==> config.mk <==
export PLATFORM = sky130hd
export DESIGN_NAME = psc_strap_loader
export DESIGN_NICKNAME = d
export VERILOG_FILES = /design/src/rtl/psc_pkg.sv /design/src/rtl/psc_strap_if.sv /design/src/rtl/psc_strap_loader.sv /design/src/rtl/psc_strap_sync.sv
export VERILOG_INCLUDE_DIRS = /design/src /design/src/rtl
export SDC_FILE = /design/constraint.sdc
export NUM_CORES = 1
export LEC_CHECK = 0
export BUFFER_PORTS_ARGS = -buffer_cell sky130_fd_sc_hd__buf_2
export CELL_PAD_IN_SITES_DETAIL_PLACEMENT = 0
export CELL_PAD_IN_SITES_GLOBAL_PLACEMENT = 1
export CORE_UTILIZATION = 45
export DETAILED_ROUTE_END_ITERATION = 8
export PLACE_DENSITY_LB_ADDON = 0.1
export SETUP_SLACK_MARGIN = 0.15
export SYNTH_ARGS = -nofsm -noshare
export SYNTH_HDL_FRONTEND = slang
export SYNTH_HIERARCHICAL = 1
export SYNTH_SLANG_ARGS = --single-unit
export TNS_END_PERCENT = 100
==> constraint.sdc <==
create_clock -name clk -period 13.53 [get_ports clk]
set_clock_uncertainty 0.1 [all_clocks]
set_input_delay 0 -clock clk [delete_from_list [all_inputs] [get_ports clk]]
set_output_delay 0 -clock clk [all_outputs]
set_load 0.02 [all_outputs]
==> src/rtl/psc_map.svh <==
// Register indices, field positions, reset values and timing counts.
// Assumes inclusion by the package and the design modules; the guard stops repeats.
`ifndef PSC_MAP_SVH
`define PSC_MAP_SVH

`define PSC_IDX_W 3
`define PSC_IDX_FAST 3'h0
`define PSC_IDX_SIDE 3'h1
`define PSC_IDX_INTERM 3'h2
`define PSC_IDX_PULSE_AB 3'h3
`define PSC_IDX_PULSE_CD 3'h4
`define PSC_IDX_EQ_AB 3'h5
`define PSC_IDX_EQ_CD 3'h6
`define PSC_IDX_DRIVE 3'h7

`define PSC_BIT_ENABLE 6
`define PSC_MODE_HI 5
`define PSC_MODE_LO 2
`define PSC_SRC_HI 1
`define PSC_SRC_LO 0
`define PSC_BIT_IN_TERM 0
`define PSC_BOOST_HI 3
`define PSC_BOOST_LO 2
`define PSC_BIT_OUT_TERM 1
`define PSC_BIT_OUT_CUR 0

`define PSC_MODE_QUAD 4'h0
`define PSC_FAST_RST 8'h00
`define PSC_SIDE_RST 8'h40
`define PSC_INTERM_RST 8'h01
`define PSC_ZERO_RST 8'h00

`define PSC_STRAP_W 8
`define PSC_CLK_HZ 40000000
`define PSC_PULSE_MS 100
`define PSC_PULSE_CNT_W 22

`endif

==> src/rtl/psc_pkg.sv <==
// Types shared by the strap loader and its pin synchroniser.
// Assumes psc_map.svh is on the include path.
`include "psc_map.svh"

package psc_pkg;

  typedef struct packed {
    logic [`PSC_STRAP_W-1:0] stage1;
    logic [`PSC_STRAP_W-1:0] stage2;
  } psc_sync_t;

  typedef struct packed {
    logic [7:0][7:0] regFile;
    logic strapMode;
    logic [7:0] rdData;
    logic rdValid;
    logic [1:0] lastSrc;
    logic pulseOn;
    logic [`PSC_PULSE_CNT_W-1:0] pulseCnt;
    logic hsEnable;
    logic [3:0] hsMode;
    logic [1:0] hsSource;
    logic auxEnable;
    logic [3:0] auxMode;
    logic [1:0] auxSource;
    logic [15:0] inTermOn;
    logic [15:0] eqHigh;
    logic [1:0] outBoostLevel;
    logic outTermEnable;
    logic outCurrentHigh;
  } psc_core_t;

endpackage

==> src/rtl/psc_strap_if.sv <==
// Synchronised strap levels passed from the synchroniser to the core.
// Assumes both ends run on the core clock.
`timescale 1ns/1ps

interface psc_strap_if;
  logic strapChannelEnable;
  logic [1:0] strapSourceSelect;
  logic strapEqLevel;
  logic [1:0] strapBoostLevel;
  logic strapOutTerm;
  logic strapOutCurrent;

  modport syncSide (
    output strapChannelEnable,
    output strapSourceSelect,
    output strapEqLevel,
    output strapBoostLevel,
    output strapOutTerm,
    output strapOutCurrent
  );
  modport coreSide (
    input strapChannelEnable,
    input strapSourceSelect,
    input strapEqLevel,
    input strapBoostLevel,
    input strapOutTerm,
    input strapOutCurrent
  );
endinterface

==> src/rtl/psc_strap_loader.sv <==
// Strap-pin configuration loader and switch control registers.
// Assumes a serial engine on clk presents one-cycle register accesses.
// What this block does
// - Output termination bit: 0 disconnects, 1 connects all output terminations.
// - Output current bit: 0 gives 10 mA drive, 1 gives 20 mA.
// - Registers load from the strap pins through a two-flop synchroniser.
// - Straps apply after reset only until the first serial register access.
// - Strap mode forces quad high speed mode, mode bits 5:2 zero.
// - Strapped channel enable drives fast mode bit 6; 0 standby, 1 on.
// - Strapped source select drives fast mode bits 1:0, A to D.
// - Strap mode holds the auxiliary switch enabled and in quad mode.
// - Same source select drives auxiliary mode bits 1:0.
// - Strap mode fixes input termination enable bit 0 to 1.
// - Strap mode clears both termination pulse registers.
// - Strapped equalization level copied to every equalizer bit.
// - Drive register: boost in 3:2, termination bit 1, current bit 0.
// - Boost code 00 none, 01 low, 10 medium, 11 high.
// - Equalization bit 0 low 6 dB, 1 high 12 dB.
// - Pulse bit 1 drops that input termination 100 ms on source change.
`timescale 1ns/1ps
`include "psc_map.svh"

module psc_strap_loader
  import psc_pkg::*;
#(
  parameter int unsigned PULSE_CYCLES = `PSC_CLK_HZ / 1000 * `PSC_PULSE_MS
) (
  input wire logic clk,
  input wire logic rst_b,
  input wire logic strapChannelEnable,
  input wire logic [1:0] strapSourceSelect,
  input wire logic strapEqLevel,
  input wire logic [1:0] strapBoostPins,
  input wire logic strapOutTerm,
  input wire logic strapOutCurrent,
  input wire logic serReq,
  input wire logic serWrite,
  input wire logic [`PSC_IDX_W-1:0] serIdx,
  input wire logic [7:0] serWdata,
  output logic [7:0] serRdata,
  output logic serRvalid,
  output logic strapMode,
  output logic hsEnable,
  output logic [3:0] hsMode,
  output logic [1:0] hsSource,
  output logic auxEnable,
  output logic [3:0] auxMode,
  output logic [1:0] auxSource,
  output logic [15:0] inTermOn,
  output logic [15:0] eqHigh,
  output logic [1:0] outBoostLevel,
  output logic outTermEnable,
  output logic outCurrentHigh
);
  localparam int unsigned CW = `PSC_PULSE_CNT_W;
  localparam logic [CW-1:0] PULSE_LOAD = CW'(PULSE_CYCLES - 1);

  logic [1:0] rstPipe;
  logic rstSync_b;
  psc_core_t q;
  psc_core_t d;
  logic [7:0] fastImg;
  logic [7:0] sideImg;
  logic [7:0] driveImg;
  logic [7:0] eqImg;
  logic [7:0] fastReg;
  logic [7:0] sideReg;
  logic [7:0] driveReg;
  logic [15:0] pulseBits;
  logic [15:0] eqBits;
  logic inTermEn;
  logic srcChanged;

  psc_strap_if strapBus ();

  // Reset asserts at once, releases after two edges
  always_ff @(posedge clk or negedge rst_b) begin
    if (!rst_b) begin
      rstPipe <= 2'h0;
    end else begin
      rstPipe <= {rstPipe[0], 1'b1};
    end
  end
  assign rstSync_b = rstPipe[1];

  // Pins are static levels, so two flops are enough
  psc_strap_sync u_sync (
    .clk(clk),
    .rstSync_b(rstSync_b),
    .strapPins({strapOutCurrent, strapOutTerm, strapBoostPins,
                strapEqLevel, strapSourceSelect, strapChannelEnable}),
    .strap(strapBus.syncSide)
  );

  // Strap register images
  always_comb begin
    fastImg = `PSC_FAST_RST;
    fastImg[`PSC_BIT_ENABLE] = strapBus.strapChannelEnable;
    fastImg[`PSC_MODE_HI:`PSC_MODE_LO] = `PSC_MODE_QUAD;
    fastImg[`PSC_SRC_HI:`PSC_SRC_LO] = strapBus.strapSourceSelect;
    sideImg = `PSC_SIDE_RST;
    sideImg[`PSC_MODE_HI:`PSC_MODE_LO] = `PSC_MODE_QUAD;
    sideImg[`PSC_SRC_HI:`PSC_SRC_LO] = strapBus.strapSourceSelect;
    eqImg = {8{strapBus.strapEqLevel}};
    driveImg = `PSC_ZERO_RST;
    driveImg[`PSC_BOOST_HI:`PSC_BOOST_LO] = strapBus.strapBoostLevel;
    driveImg[`PSC_BIT_OUT_TERM] = strapBus.strapOutTerm;
    driveImg[`PSC_BIT_OUT_CUR] = strapBus.strapOutCurrent;
  end

  // Views of the stored registers
  always_comb begin
    fastReg = q.regFile[`PSC_IDX_FAST];
    sideReg = q.regFile[`PSC_IDX_SIDE];
    driveReg = q.regFile[`PSC_IDX_DRIVE];
    pulseBits = {q.regFile[`PSC_IDX_PULSE_CD], q.regFile[`PSC_IDX_PULSE_AB]};
    eqBits = {q.regFile[`PSC_IDX_EQ_CD], q.regFile[`PSC_IDX_EQ_AB]};
    inTermEn = q.regFile[`PSC_IDX_INTERM][`PSC_BIT_IN_TERM];
    srcChanged = fastReg[`PSC_SRC_HI:`PSC_SRC_LO] != q.lastSrc;
  end

  always_comb begin
    d = q;
    d.rdValid = 1'b0;

    // Track straps every cycle until the serial side takes over
    if (q.strapMode) begin
      d.regFile[`PSC_IDX_FAST] = fastImg;
      d.regFile[`PSC_IDX_SIDE] = sideImg;
      d.regFile[`PSC_IDX_INTERM] = `PSC_INTERM_RST;
      d.regFile[`PSC_IDX_PULSE_AB] = `PSC_ZERO_RST;
      d.regFile[`PSC_IDX_PULSE_CD] = `PSC_ZERO_RST;
      d.regFile[`PSC_IDX_EQ_AB] = eqImg;
      d.regFile[`PSC_IDX_EQ_CD] = eqImg;
      d.regFile[`PSC_IDX_DRIVE] = driveImg;
    end

    // First access ends strap mode until the next reset
    if (serReq) begin
      d.strapMode = 1'b0;
      if (serWrite) begin
        d.regFile[serIdx] = serWdata;
      end else begin
        // Reads return the value as it stood before this cycle
        d.rdData = q.regFile[serIdx];
        d.rdValid = 1'b1;
      end
    end

    // Termination pulse timer; a new change restarts it
    d.lastSrc = fastReg[`PSC_SRC_HI:`PSC_SRC_LO];
    if (srcChanged) begin
      d.pulseOn = 1'b1;
      d.pulseCnt = PULSE_LOAD;
    end else if (q.pulseOn) begin
      if (q.pulseCnt == '0) begin
        d.pulseOn = 1'b0;
      end else begin
        d.pulseCnt = q.pulseCnt - CW'(1);
      end
    end

    // Datapath controls
    d.hsEnable = fastReg[`PSC_BIT_ENABLE];
    d.hsMode = fastReg[`PSC_MODE_HI:`PSC_MODE_LO];
    d.hsSource = fastReg[`PSC_SRC_HI:`PSC_SRC_LO];
    d.auxEnable = sideReg[`PSC_BIT_ENABLE];
    d.auxMode = sideReg[`PSC_MODE_HI:`PSC_MODE_LO];
    d.auxSource = sideReg[`PSC_SRC_HI:`PSC_SRC_LO];
    d.inTermOn = {16{inTermEn}} & ~({16{q.pulseOn}} & pulseBits);
    d.eqHigh = eqBits;
    d.outBoostLevel = driveReg[`PSC_BOOST_HI:`PSC_BOOST_LO];
    d.outTermEnable = driveReg[`PSC_BIT_OUT_TERM];
    d.outCurrentHigh = driveReg[`PSC_BIT_OUT_CUR];
  end

  always_ff @(posedge clk or negedge rstSync_b) begin
    if (!rstSync_b) begin
      q <= '0;
      q.strapMode <= 1'b1;
      q.regFile[`PSC_IDX_SIDE] <= `PSC_SIDE_RST;
      q.regFile[`PSC_IDX_INTERM] <= `PSC_INTERM_RST;
      q.auxEnable <= 1'b1;
    end else begin
      q <= d;
    end
  end

  assign serRdata = q.rdData;
  assign serRvalid = q.rdValid;
  assign strapMode = q.strapMode;
  assign hsEnable = q.hsEnable;
  assign hsMode = q.hsMode;
  assign hsSource = q.hsSource;
  assign auxEnable = q.auxEnable;
  assign auxMode = q.auxMode;
  assign auxSource = q.auxSource;
  assign inTermOn = q.inTermOn;
  assign eqHigh = q.eqHigh;
  assign outBoostLevel = q.outBoostLevel;
  assign outTermEnable = q.outTermEnable;
  assign outCurrentHigh = q.outCurrentHigh;
endmodule

==> src/rtl/psc_strap_sync.sv <==
// Two-flop synchroniser for the board strap pins.
// Assumes a reset already released synchronously to clk.
`timescale 1ns/1ps
`include "psc_map.svh"

module psc_strap_sync
  import psc_pkg::*;
(
  input wire logic clk,
  input wire logic rstSync_b,
  input wire logic [`PSC_STRAP_W-1:0] strapPins,
  psc_strap_if.syncSide strap
);
  psc_sync_t q;
  psc_sync_t d;

  always_comb begin
    d = q;
    d.stage1 = strapPins;
    // Stage one feeds stage two only
    d.stage2 = q.stage1;
  end

  always_ff @(posedge clk or negedge rstSync_b) begin
    if (!rstSync_b) begin
      q <= '0;
    end else begin
      q <= d;
    end
  end

  assign strap.strapChannelEnable = q.stage2[0];
  assign strap.strapSourceSelect = q.stage2[2:1];
  assign strap.strapEqLevel = q.stage2[3];
  assign strap.strapBoostLevel = q.stage2[5:4];
  assign strap.strapOutTerm = q.stage2[6];
  assign strap.strapOutCurrent = q.stage2[7];
endmodule

Word-level counts from Yosys, hierarchy flattened
Cells that the tools add are included. W data, S select, Z words.

Bits in registers: 165. Input bits: 23. Output and inout bits: 60. Logic and storage cells: 54.

Add/subtract/negate cells: 1. Order comparisons: 2. Eq/ne operators: 2. Multiplexer cells: 13. Bitwise logic cells: 4. Reduce and logical (&&, ||, !) cells: 5.

Operators with widths (number): $mux W64 (2); $mux W74 (1); $bwmux W64 (1); $mux W23 (2); $and A16 B16 Y16 (2); $bmux W8 S3 (1); $demux W8 S3 (1); $logic_not A22 Y1 (1); $mux W22 (1); $sub A22 B1 Y22 const B (1); $mux W8 (2); $not A16 Y16 (1); $mux W9 (1); $lt A3 B4 Y1 const B (1); $reduce_and A2 Y1 (2); $ge A3 B1 Y1 const B (1); $ne A2 B2 Y1 (1); $ne A2 B2 Y1 const B (1); $reduce_bool A2 Y1 (1); $logic_and A1 B1 Y1 (1); $mux W1 (1); $not A1 Y1 (1).

Depth between registers and ports, before layout
Depth in word-level cells: 7. Depth in mapped cells: 7. Depth with buffers taken out: 6.

By module
The synthesis kept the hierarchy.

By module, submodules not included: psc_strap_loader (times used 1, cells each 660, area an instance 6809.0 um^2, sequential area each 3733.6 um^2); psc_strap_sync (times used 1, cells each 16, area an instance 400.4 um^2, sequential area each 400.4 um^2).

Worst setup path before layout
No wires, ideal clock.

Kind: reg2reg. From: register q[61] (netlist bit). To: register q[67] (netlist bit). Library setup time: 77 ps. Arrival time: 1856 ps. Data required time: 13353 ps. Path slack: 11497 ps. Stages on the path, launching flop included: 5. Path buffers: 0. Clock period less this slack: 2033 ps. Cell sequence: dfrtp_1 -> or4_4 -> or3_4 -> or4_1 -> a21oi_1.

Longest elaborated chain between the ends: 4. Elaborated cells on any way between the ends: 7. Classes of those cells: 1 x add/sub; 1 x eq/ne; 3 x mux; 2 x reduce/logical.

Ends and longest elaborated chain: start, declared (RTL line psc_strap_loader.sv:60) `psc_core_t q;`; $sub A22 B1 Y22 (RTL line psc_strap_loader.sv:159) `d.pulseCnt = q.pulseCnt - CW'(1);`; $mux W22 (RTL line psc_strap_loader.sv:156) `if (q.pulseCnt == '0) begin`; $mux W23 (RTL line psc_strap_loader.sv:155) `end else if (q.pulseOn) begin`; $mux W23 (RTL line psc_strap_loader.sv:152) `if (srcChanged) begin`.

Several ways; a longest one is shown, not always the timed one. The select of a mux whose other input is x is not followed. A chain may end at the register's enable or synchronous reset.

Final worst setup path
From: register q[61] (netlist bit). To: register q[55] (netlist bit).

Longest elaborated chain between the ends: 3.

Ends and longest elaborated chain (RTL line): $logic_not A22 Y1 (psc_strap_loader.sv:156); $ne A2 B2 Y1 (no line); $reduce_and A2 Y1 (no line).

No other way between the ends.

==> summary.md <==
| Metric | Value |
|---|---|
| Fillers | 1,424 |
| Critical Path Source Type | flip-flop |
| CP Max Fanout | 16 |
| Mean number of vias per cell | 5.293 |
| Peak VDD IR | 0.1128 mV |
| Final Cycle Share | 17.98% |
| Clk_lat worst skew | 0.43 ns |
| Gpl congestion | 0.7994 |
| Remaining DRCs | 0 |
| Area added between synthesis and finish | 12.55% |
| Clock slew at reported path FFs | 0.06 ns |
| CTS tree | built |
| Detailed Place HPWL | 11.15 mm |
| Antenna fix cells | 0 |
| Hold WS | 0.1059 ns |
| Avg WL per Cell | 17.91 um |
| Clock power share | 35.5% |
| Tightest Hold Check Type | primary input to flip-flop |
| WP data arrival | 2.64 ns |
| First-pass GRT wire length | 26.63 mm |
| Critical-path cell list | or4_4 > nor4_4 > a21oi_1 > mux2_2 |
| Status | finished, final reports clean |
| H-Tree Depth | 4 |
| Clock tree buffer depth | 2 |
| Sw Share | 29.62% |
| Leak | 0.003531 uW |
| Sequential power share | 46.8% |
| Post-CTS resize count | 0 |
| Combinational share of power | 17.6% |
| Critical Path Max Stage Delay | 0.64 ns |
| Total wire length | 16.67 mm |
| GRT Total Usage | 21.70% |
| Post-synth ARST share | 100.0% |
| Pin count of the biggest net entering global routing | 69 |
| Vias | 4,928 |
| Nets | 731 |
| PD cells | 167.4 nW/um2 |
| Placed Area | 7320 um2 |
| Die Area | 16,530 um2 |
| Crit Path Class | flip-flop to flip-flop |
| Worst-margin pin slew | 1.105 ns |
| Netlist cell types | 62 |
| FMAX | 411.1 MHz |
| DRT Pass-1 Iters | 5 |
| Final Util | 52.60% |
| Final instance area | 8114 um2 |
| Seq/Total Area, Yosys | 57.34% |
| Max-cap violations | 0 |
| Internal Power | 955.9 uW |
| Num CTS Buffers | 17 |
| Chip Width | 128.6 um |
| TritonCTS Sinks | 165 |
| Initial antenna violation count | 0 |
| Post-Syn Nets | 700 |
| Syn Inst Count | 676 |
| Post-Syn Area | 7209 um2 |
| Slowest-stage cell, CP | nor4_4 |
| Final setup TNS | 0 ns |
| Pins Over Slew Limit | 0 |
| Post-route setup slack | 11.10 ns |
| Synth Flop Type | dfrtp_1 |
| Synth warn | 6 |
| CORE AREA | 15,430 um2 |
| Final setup viols | 0 |
| CP Buf/Inv Count | 0 |
| Slew HR | 25.75% |
| Starting Density | 46.73% |
| Height of the die | 128.6 um |
| Setup WS pre-CTS | 11.08 ns |
| CP Capture Type | flip-flop |
| Top-Level Pins | 83 |
| RSZ-0062 raised after global routing | no |
| Final Hold Viols | 0 |
| Clock Tree Root | clkbuf_16 |
| Vias in the first global route | 4,878 |
| Critical path's top delay family | simple AND/OR/NAND/NOR gates |
| Row count | 45 |
| DRT iter0 DRCs | 315 |
| EDFF count, synth | 0 |
| Share of cells above drive strength 1 | 18.89% |
| Remaining global-route overflow | 0 |
| Req. time, crit path | 13.74 ns |
| Buffers on Ports | 82 |
| Avg Cell Area, Syn | 10.66 um2 |
| Post-layout min period | 2.432 ns |
| Routed Antenna Nets | 0 |
| Synth Register Bits | 165 |
| Switching pwr | 402.3 uW |
-- stage by stage --
step / total power (uW) / instances
floorplan: 838.3 / 676
global placement: 876.4 / 879
detailed placement: 881.4 / 879
CTS: 1371 / 931
global route: 1421 / 931
finish: 1358 / 931
-- layer usage --
layer | share of wire [%] | track usage, % | vias up
met3 | 3.8 | 4.033 | 14
met4 | 0.90 | 6.851 | 0
met2 | 46 | 32.88 | 113
met1 | 49 | 31.65 | 2460
li1 | - | - | 2341
met5 | 0 | 0 | -
-- cells in the mapped netlist (3+ instances only) --
master       n  area share (%)
and3_1      10            0.87
mux2i_1     37             5.1
or3_1        3            0.26
nand3_1      8            0.56
o2bb2ai_1    7            0.85
a21boi_0    16             1.7
nor2b_1      4            0.35
o21ai_0     68             4.7
or4_1        4            0.42
inv_1        3            0.16
buf_4       63             6.6
a211o_1      3            0.36
a211oi_1     4            0.42
nor2_1      31             1.6
buf_1        4            0.21
dfrtp_1    161              56
nor4b_1      3            0.36
a31oi_1      3            0.26
o31ai_1      3            0.31
mux4_2       5             1.6
dfstp_2      4             1.5
clkbuf_1    22             1.1
buf_2        4            0.28
nand2b_1     8            0.69
nor3_1       5            0.35
a221oi_1     3            0.36
a21oi_1     28             1.9
nand2_1    122             6.4
-- power by group through the flow --
stage	clock, uW	combinational [uW]	sequential (uW)
6_report	483	239	636
5_1_grt	511	264	647
4_1_cts	492	242	637
3_5_place_dp	0	237	644
3_3_place_gp	0	234	643
2_1_floorplan	0	207	632
-- worst register-to-register path, stage by stage (launching register included) --
cell	delay, ns
dfrtp_1	0.45
or4_4	0.62
nor4_4	0.64
a21oi_1	0.19
mux2_2	0.32
-- sequential cells by signal, summed over array words and instances, names as in the netlist, 8 cells and up --
name,count
fastReg,8
sideReg,8
inTermOn,16
driveReg,8
pulseBits,16
q,30
u_sync/d,8
d,16
serRdata,8
eqHigh,16
-- layout make-up --
cell class	count	area [um2]	share of cell area, %
clock buffers	22	474.2	5.844
clock inverters	10	120.1	1.480
inverters	6	22.52	0.2776
multi-input cells	412	2462	30.35
flip-flops and latches	165	4138	50.99
well taps	211	264.0	3.254
repair buffers	105	633.1	7.803
-- cells in the final DEF (no fill, tap or decap), types with 3 or more instances in the layout --
cell type	instances
o31ai_1	3
dlygate4sd3_1	20
a221oi_1	3
a211o_1	3
o2bb2ai_1	7
nand3_1	8
inv_1	3
buf_2	82
or4_1	4
a31oi_1	3
a211oi_1	4
a21boi_0	16
dfstp_2	4
o21ai_0	68
dfrtp_1	160
nor4b_1	3
clkbuf_8	3
nand2_1	122
clkbuf_16	17
nor3_1	5
nand2b_1	8
nor2b_1	4
mux2i_1	37
and3_1	10
a21oi_1	28
mux4_2	5
or3_1	3
buf_4	3
nor2_1	31
-- path summary, 6_finish.rpt --
kind / start / slack (ns) / endpoint / cells past startpoint
max in group asynchronous: rstPipe[1]$_DFF_PN0_ / 11.97 / q[70]$_DFFE_PN0P_ / 1
min in group asynchronous: rstPipe[1]$_DFF_PN0_ / 0.16 / fastReg[4]$_DFF_PN0_ / 0
setup reg to reg: q[61]$_DFFE_PN0P_ / 11.10 / q[55]$_DFFE_PN0P_ / 4
setup / recovery: q[61]$_DFFE_PN0P_ / 11.10 / q[55]$_DFFE_PN0P_ / 4
hold / removal: strapBoostPins[1] / 0.11 / u_sync/d[5]$_DFF_PN0_ / 2
hold reg to reg: rstPipe[1]$_DFF_PN0_ / 0.16 / fastReg[4]$_DFF_PN0_ / 0
-- cells by family after synthesis --
logic type / after synthesis / synth area share (%)
and+or+nand+nor: 218 / 14.46
DFF: 165 / 57.34
AOI/OAI and AO/OA: 146 / 12.22
buffers and inverters: 99 / 8.504
muxes: 44 / 7.012
xor gates and xnor gates: 2 / 0.2430
adders and majority gates: 1 / 0.1735
other: 1 / 0.05202
-- what timing repair did --
action,in CTS,in global routing
endpoints found under the hold margin,76,0
setup buffers,0,0
hold buffers,20,0
No activity file was read; power rests on OpenSTA's default activity.
